## src/design/rcma_pkg.sv

```systemverilog
// Purpose: constants for the run-command mode arbiter
// Assumes: 32-bit AXI4-Lite register access, one word per register
// Notes:   offsets are byte addresses
package rcma_pkg;
  // --------------------------------------------------------------
  // register offsets
  // --------------------------------------------------------------
  localparam logic [7:0] RCMA_CFG_OFS    = 8'h00;
  localparam logic [7:0] RCMA_IN_OFS     = 8'h04;
  localparam logic [7:0] RCMA_STAT_OFS   = 8'h08;
  localparam logic [7:0] RCMA_CTRL_OFS   = 8'h0c;
  // --------------------------------------------------------------
  // configuration fields
  // --------------------------------------------------------------
  localparam int CFG_SRC_LSB    = 0;   // command source, 3 bits
  localparam int CFG_KEYF_LSB   = 4;   // mode-toggle key function, 2 bits
  localparam int CFG_PREV_LSB   = 8;   // direction prevention, 2 bits
  localparam int CFG_PONR_BIT   = 12;  // power-on run
  localparam int CFG_SS_LSB     = 16;  // speed-search options, 8 bits
  localparam int SS_START_BIT   = 4;   // speed search at start
  localparam int CFG_EN_LSB     = 24;  // run-enable terminal mask, 7 bits
  localparam logic [31:0] CFG_RST = 32'h0000_0000;
  // --------------------------------------------------------------
  // input register fields (software view of keypad and terminals)
  // --------------------------------------------------------------
  localparam int IN_RUNKEY_BIT  = 0;
  localparam int IN_STOPKEY_BIT = 1;
  localparam int IN_REVKEY_BIT  = 2;
  localparam int IN_JOG_BIT     = 3;
  // --------------------------------------------------------------
  // control fields
  // --------------------------------------------------------------
  localparam int CTRL_FRST_BIT  = 0;   // fault reset occurred during run
  localparam int CTRL_COMM_BIT  = 1;   // run command from digital link
  localparam int CTRL_CDIR_BIT  = 2;   // digital link direction
  // --------------------------------------------------------------
  // encodings
  // --------------------------------------------------------------
  localparam logic [2:0] SRC_KEYPAD  = 3'h0;
  localparam logic [2:0] SRC_FWDREV  = 3'h1;  // terminal_fwd_rev_mode
  localparam logic [2:0] SRC_RUNDIR  = 3'h2;  // terminal_run_dir_mode
  localparam logic [2:0] SRC_MAX     = 3'h5;
  localparam logic [1:0] KEYF_LOCREM = 2'h2;
  localparam logic [1:0] PREV_NONE   = 2'h0;
  localparam logic [1:0] PREV_FWD    = 2'h1;
  localparam logic [1:0] PREV_REV    = 2'h2;
  localparam logic [1:0] AXI_OKAY    = 2'h0;
  localparam logic [1:0] AXI_SLVERR  = 2'h2;
  typedef enum logic [1:0] {RCMA_STOP, RCMA_SEARCH, RCMA_RUN, RCMA_DECEL} rcma_state_t;
endpackage

```

## src/design/rcma_arbiter.sv

```systemverilog
// Purpose: local/remote run-command arbitration with direction prevention and power-on run
// Assumes: one 40 MHz clock, synchronous active-low reset standing for power-on
// Notes:   terminals and keys pass a three-flop filter; registers over AXI4-Lite
//
// Summary of operation
// - key function 2 lets mode-toggle key presses switch local and remote
// - assigning the local/remote function forces remote mode immediately
// - local to remote switch leaves all configuration values unchanged
// - toggle in remote selects local, flashes set light, keypad run only
// - toggle in local selects remote, set light off, follow command source
// - local jog only while an input configured as run-enable is on
// - remote takes run and direction from the configured command source
// - power-on run off: terminal commands wait until all released, reasserted
// - fault reset powers up local; later remote stops, waits for release
// - remote to local while running stops the output
// - remote with terminal source keeps running; reverse input forces reverse
// - remote with keypad or link source stops, waits next run command
// - prevention 0 none, 1 blocks forward, 2 blocks reverse
// - reverse key with prevention 2 decelerates to zero and stops
// - power-on run allowed only with terminal sources 1 or 2
// - power-on run 1 starts at power-up if terminal run inputs on
// - speed-search option bit 4 searches speed before driving motor
// - without search start normal pattern; power-on run off needs re-press
// - command source takes values 0 to 5
// - run/direction mode: forward input runs, reverse input selects direction
`timescale 1ns/100ps
module rcma_arbiter #(
  parameter int N_IN    = 7,
  parameter int BLINK_W = 23   // flash period about 0.2 s at 40 MHz
) (
  input  wire logic             aclk,
  input  wire logic             aresetn,
  input  wire logic             mode_toggle_key,
  input  wire logic [N_IN-1:0]  multi_function_inputs,
  input  wire logic             forward_run_input,
  input  wire logic             reverse_run_input,
  input  wire logic             preexcite_input,
  input  wire logic             at_zero_speed,
  input  wire logic             search_done,
  output logic                  set_led,
  output logic                  remote_mode,
  output logic                  run_out,
  output logic                  dir_rev,
  output logic                  search_out,
  output logic                  decel_out,
  input  wire logic [7:0]       s_axi_awaddr,
  input  wire logic             s_axi_awvalid,
  output logic                  s_axi_awready,
  input  wire logic [31:0]      s_axi_wdata,
  input  wire logic [3:0]       s_axi_wstrb,
  input  wire logic             s_axi_wvalid,
  output logic                  s_axi_wready,
  output logic [1:0]            s_axi_bresp,
  output logic                  s_axi_bvalid,
  input  wire logic             s_axi_bready,
  input  wire logic [7:0]       s_axi_araddr,
  input  wire logic             s_axi_arvalid,
  output logic                  s_axi_arready,
  output logic [31:0]           s_axi_rdata,
  output logic [1:0]            s_axi_rresp,
  output logic                  s_axi_rvalid,
  input  wire logic             s_axi_rready
);
  if (N_IN < 1 || N_IN > 7) begin : g_chk
    $error("N_IN must be 1 to 7");
  end
  if (BLINK_W < 2 || BLINK_W > 31) begin : g_chk_blink
    $error("BLINK_W must be 2 to 31");
  end
  localparam int NP = N_IN + 4;
  // edges after reset release before the filtered pins can be trusted
  localparam logic [2:0] FLT_LAT = 3'h4;

  // --------------------------------------------------------------
  // pin filter: three flops, change taken when the last two agree
  // --------------------------------------------------------------
  logic [NP-1:0] pin_raw, s1_r, s2_r, s3_r, pin_r;
  assign pin_raw = {preexcite_input, reverse_run_input, forward_run_input,
                    mode_toggle_key, multi_function_inputs};
  always_ff @(posedge aclk) begin
    if (!aresetn) begin
      s1_r  <= '0;
      s2_r  <= '0;
      s3_r  <= '0;
      pin_r <= '0;
    end else begin
      s1_r <= pin_raw;
      s2_r <= s1_r;
      s3_r <= s2_r;
      for (int i = 0; i < NP; i++) begin
        if (s2_r[i] == s3_r[i]) pin_r[i] <= s3_r[i];
      end
    end
  end
  logic [N_IN-1:0] mfi;
  logic key_f, fx_f, rx_f, pex_f, key_d_r;
  assign mfi   = pin_r[N_IN-1:0];
  assign key_f = pin_r[N_IN];
  assign fx_f  = pin_r[N_IN+1];
  assign rx_f  = pin_r[N_IN+2];
  assign pex_f = pin_r[N_IN+3];

  // the filter starts all-low, so a pin held on through reset reads off at first;
  // arming waits until the filter has caught up
  logic [2:0] prime_r;
  logic       primed;
  assign primed = prime_r == FLT_LAT;
  always_ff @(posedge aclk) begin
    if (!aresetn) prime_r <= 3'h0;
    else if (!primed) prime_r <= prime_r + 3'h1;
  end

  // --------------------------------------------------------------
  // registers
  // --------------------------------------------------------------
  logic [31:0] cfg_r, in_r, ctrl_r;
  logic [2:0]  src;
  logic [1:0]  keyf, prev;
  logic        ponr, ss_en;
  logic [N_IN-1:0] en_mask;
  assign src     = cfg_r[rcma_pkg::CFG_SRC_LSB +: 3];
  assign keyf    = cfg_r[rcma_pkg::CFG_KEYF_LSB +: 2];
  assign prev    = cfg_r[rcma_pkg::CFG_PREV_LSB +: 2];
  assign ponr    = cfg_r[rcma_pkg::CFG_PONR_BIT];
  assign ss_en   = cfg_r[rcma_pkg::CFG_SS_LSB + rcma_pkg::SS_START_BIT];
  assign en_mask = cfg_r[rcma_pkg::CFG_EN_LSB +: N_IN];

  logic aw_r, w_r;
  logic [7:0]  awaddr_r;
  logic [31:0] wdata_r;
  logic [3:0]  wstrb_r;
  logic        wr_go, wr_cfg, keyf_set;
  logic [31:0] cfg_new;
  assign wr_go = aw_r && w_r && !s_axi_bvalid;
  always_comb begin
    cfg_new = cfg_r;
    for (int b = 0; b < 4; b++) begin
      if (wstrb_r[b]) cfg_new[8*b +: 8] = wdata_r[8*b +: 8];
    end
  end
  // source values above 5 are refused and leave the register alone
  assign wr_cfg   = wr_go && awaddr_r == rcma_pkg::RCMA_CFG_OFS
                    && cfg_new[rcma_pkg::CFG_SRC_LSB +: 3] <= rcma_pkg::SRC_MAX;
  assign keyf_set = wr_cfg && cfg_new[rcma_pkg::CFG_KEYF_LSB +: 2] == rcma_pkg::KEYF_LOCREM
                    && keyf != rcma_pkg::KEYF_LOCREM;

  always_ff @(posedge aclk) begin
    if (!aresetn) begin
      aw_r <= 1'b0;
      w_r <= 1'b0;
      awaddr_r <= 8'h00;
      wdata_r <= 32'h0000_0000;
      wstrb_r <= 4'h0;
      s_axi_bvalid <= 1'b0;
      s_axi_bresp <= rcma_pkg::AXI_OKAY;
      s_axi_awready <= 1'b1;
      s_axi_wready <= 1'b1;
    end else begin
      if (s_axi_awvalid && s_axi_awready) begin
        aw_r <= 1'b1;
        awaddr_r <= s_axi_awaddr;
        s_axi_awready <= 1'b0;
      end
      if (s_axi_wvalid && s_axi_wready) begin
        w_r <= 1'b1;
        s_axi_wready <= 1'b0;
        wdata_r <= s_axi_wdata;
        wstrb_r <= s_axi_wstrb;
      end
      if (wr_go) begin
        aw_r <= 1'b0;
        w_r <= 1'b0;
        s_axi_bvalid <= 1'b1;
        s_axi_bresp <= (awaddr_r == rcma_pkg::RCMA_CFG_OFS || awaddr_r == rcma_pkg::RCMA_IN_OFS
                        || awaddr_r == rcma_pkg::RCMA_CTRL_OFS) ? rcma_pkg::AXI_OKAY : rcma_pkg::AXI_SLVERR;
      end else if (s_axi_bvalid && s_axi_bready) begin
        s_axi_bvalid <= 1'b0;
        // address and data stay refused until the response is taken
        s_axi_awready <= 1'b1;
        s_axi_wready <= 1'b1;
      end
    end
  end

  // configuration only changes by explicit write; mode switches never touch it
  always_ff @(posedge aclk) begin
    if (!aresetn) begin
      cfg_r  <= rcma_pkg::CFG_RST;
      in_r   <= 32'h0000_0000;
      ctrl_r <= 32'h0000_0000;
    end else if (wr_go) begin
      if (wr_cfg) cfg_r <= cfg_new;
      if (awaddr_r == rcma_pkg::RCMA_IN_OFS) in_r <= wdata_r;
      if (awaddr_r == rcma_pkg::RCMA_CTRL_OFS) ctrl_r <= wdata_r;
    end
  end

  logic [31:0] stat;
  rcma_pkg::rcma_state_t st_r;
  logic armed_r;
  always_ff @(posedge aclk) begin
    if (!aresetn) begin
      s_axi_rvalid <= 1'b0;
      s_axi_rdata <= 32'h0000_0000;
      s_axi_rresp <= rcma_pkg::AXI_OKAY;
      s_axi_arready <= 1'b1;
    end else if (s_axi_arvalid && s_axi_arready) begin
      s_axi_rvalid <= 1'b1;
      s_axi_arready <= 1'b0;
      s_axi_rresp <= rcma_pkg::AXI_OKAY;
      unique case (s_axi_araddr)
        rcma_pkg::RCMA_CFG_OFS:  s_axi_rdata <= cfg_r;
        rcma_pkg::RCMA_IN_OFS:   s_axi_rdata <= in_r;
        rcma_pkg::RCMA_STAT_OFS: s_axi_rdata <= stat;
        rcma_pkg::RCMA_CTRL_OFS: s_axi_rdata <= ctrl_r;
        default: begin
          s_axi_rdata <= 32'h0000_0000;
          s_axi_rresp <= rcma_pkg::AXI_SLVERR;
        end
      endcase
    end else if (s_axi_rvalid && s_axi_rready) begin
      s_axi_rvalid <= 1'b0;
      s_axi_arready <= 1'b1;
    end
  end
  assign stat = {22'h0, armed_r, st_r, remote_mode, dir_rev, run_out, search_out, decel_out,
                 set_led, key_f};

  // --------------------------------------------------------------
  // local/remote mode
  // --------------------------------------------------------------
  logic key_press, to_local, to_remote, frst_r, frst_set;
  always_ff @(posedge aclk) begin
    if (!aresetn) key_d_r <= 1'b0;
    else key_d_r <= key_f;
  end
  assign key_press = key_f && !key_d_r;
  // a fault-reset report drops to local once; a later press may still go remote
  assign frst_set  = wr_go && awaddr_r == rcma_pkg::RCMA_CTRL_OFS
                     && wdata_r[rcma_pkg::CTRL_FRST_BIT];
  assign to_local  = (key_press && keyf == rcma_pkg::KEYF_LOCREM && remote_mode) || frst_set;
  assign to_remote = keyf_set
                     || (key_press && keyf == rcma_pkg::KEYF_LOCREM && !remote_mode);

  // fault-reset flag is caught after reset release, not at it
  always_ff @(posedge aclk) begin
    if (!aresetn) frst_r <= 1'b0;
    else if (wr_go && awaddr_r == rcma_pkg::RCMA_CTRL_OFS) frst_r <= wdata_r[rcma_pkg::CTRL_FRST_BIT];
  end
  always_ff @(posedge aclk) begin
    if (!aresetn) remote_mode <= 1'b1;
    else if (to_remote) remote_mode <= 1'b1;
    else if (to_local) remote_mode <= 1'b0;
  end

  logic [BLINK_W-1:0] blink_r;
  always_ff @(posedge aclk) begin
    if (!aresetn) begin
      blink_r <= '0;
      set_led <= 1'b0;
    end else begin
      blink_r <= blink_r + 1'b1;
      set_led <= !remote_mode && blink_r[BLINK_W-1];
    end
  end

  // --------------------------------------------------------------
  // command selection
  // --------------------------------------------------------------
  logic term_src, any_term, jog_ok, want_run, want_rev, loc_run, loc_rev;
  assign term_src = src == rcma_pkg::SRC_FWDREV || src == rcma_pkg::SRC_RUNDIR;
  assign any_term = fx_f || rx_f || pex_f;
  assign jog_ok   = |(mfi & en_mask);
  assign loc_run  = in_r[rcma_pkg::IN_RUNKEY_BIT] || (in_r[rcma_pkg::IN_JOG_BIT] && jog_ok);
  assign loc_rev  = in_r[rcma_pkg::IN_REVKEY_BIT];
  always_comb begin
    want_run = 1'b0;
    want_rev = 1'b0;
    if (!remote_mode) begin
      want_run = loc_run && !in_r[rcma_pkg::IN_STOPKEY_BIT];
      want_rev = loc_rev;
    end else if (src == rcma_pkg::SRC_FWDREV) begin
      want_run = fx_f ^ rx_f;   // both on or both off means stop
      want_rev = rx_f;
    end else if (src == rcma_pkg::SRC_RUNDIR) begin
      want_run = fx_f;
      want_rev = rx_f;
    end else if (src == rcma_pkg::SRC_KEYPAD) begin
      want_run = loc_run && !in_r[rcma_pkg::IN_STOPKEY_BIT];
      want_rev = loc_rev;
    end else begin
      want_run = ctrl_r[rcma_pkg::CTRL_COMM_BIT];
      want_rev = ctrl_r[rcma_pkg::CTRL_CDIR_BIT];
    end
  end

  // power-up arm: terminal commands ignored until every one is released, unless power-on run is set with terminal source 1 or 2
  always_ff @(posedge aclk) begin
    if (!aresetn) armed_r <= 1'b0;
    else if (!primed) armed_r <= 1'b0;
    else if (!any_term) armed_r <= 1'b1;
    else if (ponr && term_src && st_r == rcma_pkg::RCMA_STOP && !frst_r) armed_r <= 1'b1;
    else if (to_remote && frst_r) armed_r <= 1'b0;
  end

  // digital sources need a new command after the switch, so drop the held one
  logic need_new_r;
  always_ff @(posedge aclk) begin
    if (!aresetn) need_new_r <= 1'b0;
    else if (to_remote && !term_src) need_new_r <= 1'b1;
    else if (!want_run) need_new_r <= 1'b0;
  end

  logic blocked, go;
  assign blocked = (prev == rcma_pkg::PREV_FWD && !want_rev)
                   || (prev == rcma_pkg::PREV_REV && want_rev);
  assign go = want_run && !blocked && !need_new_r && !(to_remote && !term_src)
              && (!remote_mode || !term_src || armed_r) && !to_local;

  // --------------------------------------------------------------
  // run state
  // --------------------------------------------------------------
  always_ff @(posedge aclk) begin
    if (!aresetn) st_r <= rcma_pkg::RCMA_STOP;
    else begin
      unique case (st_r)
        rcma_pkg::RCMA_STOP:   if (go) st_r <= ss_en ? rcma_pkg::RCMA_SEARCH : rcma_pkg::RCMA_RUN;
        rcma_pkg::RCMA_SEARCH: if (!go) st_r <= rcma_pkg::RCMA_STOP;
                               else if (search_done) st_r <= rcma_pkg::RCMA_RUN;
        rcma_pkg::RCMA_RUN:    if (!go && want_run && blocked && loc_rev) st_r <= rcma_pkg::RCMA_DECEL;
                               else if (!go) st_r <= rcma_pkg::RCMA_STOP;
        rcma_pkg::RCMA_DECEL:  if (at_zero_speed) st_r <= rcma_pkg::RCMA_STOP;
      endcase
    end
  end
  always_ff @(posedge aclk) begin
    if (!aresetn) begin
      run_out <= 1'b0;
      search_out <= 1'b0;
      decel_out <= 1'b0;
      dir_rev <= 1'b0;
    end else begin
      run_out <= st_r == rcma_pkg::RCMA_RUN || st_r == rcma_pkg::RCMA_DECEL;
      search_out <= st_r == rcma_pkg::RCMA_SEARCH;
      decel_out <= st_r == rcma_pkg::RCMA_DECEL;
      if (go) dir_rev <= want_rev;
    end
  end
endmodule // rcma_arbiter

```

## config.mk

```make
export PLATFORM = sky130hd
export DESIGN_NAME = rcma_arbiter
export DESIGN_NICKNAME = d
export VERILOG_FILES = /design/src/design/rcma_pkg.sv /design/src/design/rcma_arbiter.sv
export SDC_FILE = /design/constraint.sdc
export NUM_CORES = 1
export LEC_CHECK = 0
export ABC_AREA = 1
export BUFFER_PORTS_ARGS = -buffer_cell sky130_fd_sc_hd__buf_2
export CAP_MARGIN = 0
export CORE_ASPECT_RATIO = 2
export CORE_MARGIN = 2
export CORE_UTILIZATION = 55
export CTS_CLUSTER_DIAMETER = 200
export DETAILED_ROUTE_END_ITERATION = 10
export PLACE_DENSITY = 0.72
export SLEW_MARGIN = 20
export SYNTH_ARGS = -nofsm -noshare
export SYNTH_HDL_FRONTEND = slang
export SYNTH_SLANG_ARGS = --single-unit
```

## constraint.sdc

```tcl
create_clock -name aclk -period 5.6 [get_ports aclk]
set_clock_uncertainty 0.1 [all_clocks]
set_input_delay 0.28 -clock aclk [delete_from_list [all_inputs] [get_ports aclk]]
set_output_delay 0.28 -clock aclk [all_outputs]
set_load 0.02 [all_outputs]
```

==> Word-level counts from Yosys, hierarchy flattened <==
Index checks and enable logic that the tools add are counted.
{ "word_totals": {"reg_bits": 265, "inputBits": 72} }
{ "op_classes": {"reduce_logical": 78, "muxes": 37, "bitwise_logic": 3, "eq_ne": 33, "addsub": 2, "magnitude_cmp": 1} }
{ "op_table": {"columns": ["op", "n"], "rows": [
  ["32-bit one-hot mux with 4 select lines", 1],
  ["1-bit logical AND", 35],
  ["1-bit two-way mux", 25],
  ["8-bit by 4-bit equality test with 1-bit output, second input constant", 3],
  ["23-bit by 1-bit adder with 23-bit output, second input constant", 1],
  ["2-bit two-way mux", 9],
  ["8-bit by 3-bit equality test with 1-bit output, second input constant", 2],
  ["8-bit zero test", 2],
  ["1-bit zero test", 12],
  ["1-bit logical OR", 12],
  ["3-bit AND reduction", 4],
  ["1-bit equality test", 11],
  ["2-bit equality test, second input constant", 5],
  ["2-bit one-hot mux with 4 select lines", 1],
  ["2-bit AND reduction", 4],
  ["7-bit bitwise AND", 1],
  ["7-bit OR reduction", 1],
  ["6-bit two-way mux", 1],
  ["2-bit inequality test, second input constant", 3],
  ["3-bit inequality test, second input constant", 2],
  ["2-bit by 1-bit equality test with 1-bit output, second input constant", 2],
  ["4-bit AND reduction", 1],
  ["2-bit nonzero test", 2],
  ["2-bit OR reduction", 2],
  ["other kinds (12)", 12]
]} }

==> Depth between registers and ports, before layout <==
{ "logic_depth": {"depth_word": 20, "mapped_depth": 16, "ltp_nobuf": 16} }

==> Worst setup path before layout <==
Ideal clock, no wire load.
{ "synth_timing": {"kind": "reg-to-reg", "start": "register blink_r[0]", "end": "register blink_r[20]", "setup_slack_ps": 3736, "setup_ps": 119, "n_path_buf": 0, "required_ps": 5381, "t_arrival_ps": 1645, "path_stages_with_launch": 13, "cell_sequence": "dfxtp_1 ha_1 nand2_1 nor2_1 nand2_1 nor4_2 nand2_1 nor2_1 inv_1 nor2_2 nand4_1 o21ai_0 a21oi_1"} }
{ "synth_between": {"elab_chain_cells": 1} }
{ "synth_rtl": {"columns": ["item", "line_no", "text"], "rows": [
  ["start, declared", "rcma_arbiter.sv:256", "logic [BLINK_W-1:0] blink_r;"],
  ["start signal, assigned", "rcma_arbiter.sv:262", "blink_r <= blink_r + 1'b1;"],
  ["23-bit by 1-bit adder with 23-bit output", "rcma_arbiter.sv:262", null]
]} }
No other way between the ends.
A chain may end at the register's enable or synchronous reset.

==> Final worst setup path <==
{ "layout_timing": {"start": "input port s_axi_araddr[1]", "end": "register s_axi_rdata[6]"} }
{ "layout_between": {"elab_chain_cells": 2, "elab_cells_between_ends": 5, "classes_between": "eq/ne: 3; mux: 1; reduce/logical: 1"} }
{ "layout_rtl": {"columns": ["item", "line_no", "text"], "rows": [
  ["start, declared", "rcma_arbiter.sv:56", "input wire logic [7:0] s_axi_araddr,"],
  ["8-bit by 4-bit equality test with 1-bit output, or another cell as far along", "rcma_arbiter.sv:211", "unique case (s_axi_araddr)"],
  ["32-bit one-hot mux with 4 select lines *", "rcma_arbiter.sv:211", null],
  ["end signal, assigned", "rcma_arbiter.sv:212", "rcma_pkg::RCMA_CFG_OFS: s_axi_rdata <= cfg_r;"],
  ["end signal, assigned", "rcma_arbiter.sv:213", "rcma_pkg::RCMA_IN_OFS: s_axi_rdata <= in_r;"],
  ["end signal, assigned", "rcma_arbiter.sv:214", "rcma_pkg::RCMA_STAT_OFS: s_axi_rdata <= stat;"],
  ["end, declared", "rcma_arbiter.sv:59", "output logic [31:0] s_axi_rdata,"]
]} }
Every way passes the cells marked *; elsewhere a longest branch is shown, timed or not.

==> flow_summary.ini <==
[outcome]
status = finished, violations left
violations = negative hold slack

[logic_synthesis]
synth_area_um2 = 10180
yosysWarnings = 0
synthDistinctLibCells = 45
netlist.area_leader.share_pct = 51.52
post-synth-top-area-cell = dfxtp_1
ys.flop_type = dfxtp_1
ys_top_cells_by_area = dfxtp_1 (52%), nand2_1 (7.9%), a21oi_1 (7.3%)
ys_seq_area_share_pct = 51.52
syn_area_per_cell_um2 = 7.796
async_flop_share_pct = 0
ys_seq_elements = 262
synth-edff-count = 0
synthCells = 1306

[sta]
fin_setup_tns_ns = 0
tightest_slew_ns = 1.068
rsz0062_at_grt = no
hold_violations = 1
period_share_pct = 45.34
finalSetupViolCount = 0
max_slew_margin_pct = 28.70
hold_slack_ns = -0.0001028
slew_viol_final = 0
max_freq_mhz = 393.8
finalCriticalPeriod_ns = 2.539

[route]
via_per_inst = 5.368
drtAntennaViolNets = 0
wl_per_cell_um = 15.00
route.vias.total = 8938
drt_iter0_markers = 375
totalWireLength_um = 24980
dr.pass1.iters = 5
drc = 0

[cts]
postCtsSetupRepairBufs = 0
cts_root_buf = clkbuf_16
insertion_delay_ns = 0.51
clock_path_buffers = 3
cts_tree = done
cts.htree.levels = 1
cts.clk_slew.worst_paths_ns = 0.07
numCtsBuffers = 23
cts_sinks = 262

[finish]
layout.nets = 1511
final_cell_mix = dfxtp_1 (262), nand2_1 (212), inv_1 (175), a21oi_1 (148), o21ai_0 (142)
num-fill-cells = 1645
drive_above_1_share_pct = 13.04
final_common_cell = dfxtp_1
num_antenna_cells = 0
stdcell_area_um2 = 12060
final_util_pct = 66.22
synthToLayoutAreaGrowth_pct = 18.48

[pwr]
sw_frac_of_total_pct = 23.66
comb_power_share_pct = 7.9
pwr_density_cell_nw_per_um2 = 324.9
p_leak_nw = 4.886
power.share.sequential_pct = 50.2
p_clk_share_pct = 41.9
ir_worst_vdd_mv = 0.3109
net-switching-power_mw = 0.9275
p_int_mw = 2.992

[die]
fp-row-count = 70
die_h_um = 196.4
die_area_um2 = 19680
fp.dieW_um = 100.2
start_util_pct = 55.89
pin_count = 119
core_um2 = 18220

[worst_setup_path]
reg2reg_depth = 11
cp_max_fo = 21
worstSetupPathType = in2reg
crit_arrival_ns = 2.86
cp-start-kind = input pin
endpoint_kind = flop
critPathRequiredTime_ns = 5.92

[global_routing]
grt_pass1_vias = 8706
grt_usage_pct = 25.40
grt_pass1_wl_um = 41190
overflow = 0
antenna_found_initial = 0
grt_max_degree = 90

[job]
maxCapViolations = 0

[placement]
numPortBuffers = 116
gp_congestion = 0.9569
hpwl_um = 16040
dpl-instance-area_um2 = 10820

[min_path]
worstHoldPathCells = 3
min_path_type = in2reg
==> power groups by stage <==
stage | Clock (mW) | Sequential, mW | Combinational, mW
4_1_cts | 1.67 | 1.97 | 0.307
3_5_place_dp | 0 | 2.01 | 0.280
2_1_floorplan | 0 | 2.01 | 0.187
3_3_place_gp | 0 | 2.01 | 0.275
5_1_grt | 1.74 | 1.98 | 0.350
6_report | 1.64 | 1.97 | 0.308
==> metrics by stage <==
step	worst slack [ns]	total power [mW]	hold WS, ns	instances
4_1_cts	3.069	3.940	0.001755	1665
3_5_place_dp	2.559	2.290	0.2973	1579
5_1_grt	2.781	4.062	0.02836	1665
2_1_floorplan	3.736	2.196	0.2776	1307
3_3_place_gp	2.715	2.283	0.2934	1579
6_report	3.061	3.919	-0.0001028	1665
==> layer usage <==
metal  GRT usage [%]  wire length, um
met3           2.766              908
met1           29.71             9999
met2           46.23            13050
met5               0                0
met4           10.50             1024
==> cell usage after synthesis, drive strengths merged (2+ instances only) <==
cell	number
a31oi	2
clkbuf	52
nand2	218
nand3	23
o21a	2
o22ai	6
a21oi	149
o221ai	2
buf	16
o2bb2ai	8
xnor2	2
dfxtp	262
nor2	128
nand4	13
nor4	5
nor3	11
xor2	3
o21ai	142
o211ai	13
a211oi	54
ha	4
o2111ai	2
inv	180
==> cells by family (layout without fill, tap and decap cells) <==
logic type                 Yosys count  count (layout)  synth area share, %
and+or+nand+nor                    401             401                16.66
xor gates and xnor gates             5               5               0.4302
AOI/OAI and AO/OA                  384             384                21.40
DFF                                262             262                51.52
other                                1               2              0.03683
adders and majority gates            4               4               0.4916
buffers and inverters              249             391                9.463
==> registers in the layout, indices dropped and copies added, names as in the netlist, 23 cells and up, named ones only <==
register and flops:
wdata_r 32, blink_r 23, in_r 32, s_axi_rdata 32
cfg_r 31, ctrl_r 32
==> critical path, cell delays in order <==
cell	delay, ns
buf_2	0.09
nor2_1	0.32
nand4_1	0.70
inv_1	0.94
nand2_1	0.15
o21ai_0	0.13
o21ai_0	0.12
a21oi_1	0.13
==> worst paths after layout <==
check / slack (ns) / startpoint / to
max: 3.06 / s_axi_araddr[1] / s_axi_rdata[6]$_SDFFE_PN0P_
min: -0.0001 / s_axi_wdata[16] / wdata_r[16]$_SDFFE_PN0P_
max reg2reg: 3.32 / blink_r[0]$_SDFF_PN0_ / blink_r[22]$_SDFF_PN0_
min reg2reg: 0.31 / s1_r[2]$_SDFF_PN0_ / s2_r[2]$_SDFF_PN0_
==> timing repair <==
item / in CTS / in global routing
hold buffers: 47 / 0
gates resized for setup: 0 / 0
hold endpoints to repair: 49 / 0
==> layout make-up <==
cell class                 count  area, um2  area share (%)
timing repair buffer         171       1114           9.231
sequential                   262       5245           43.48
clock buffer                  25      593.1           4.917
tap                          216      270.3           2.240
multi-input combinational    796       3979           32.98
inverter                     181      681.9           5.653
clock inverter                14      180.2           1.494
Power figures use the tool's default switching activity.
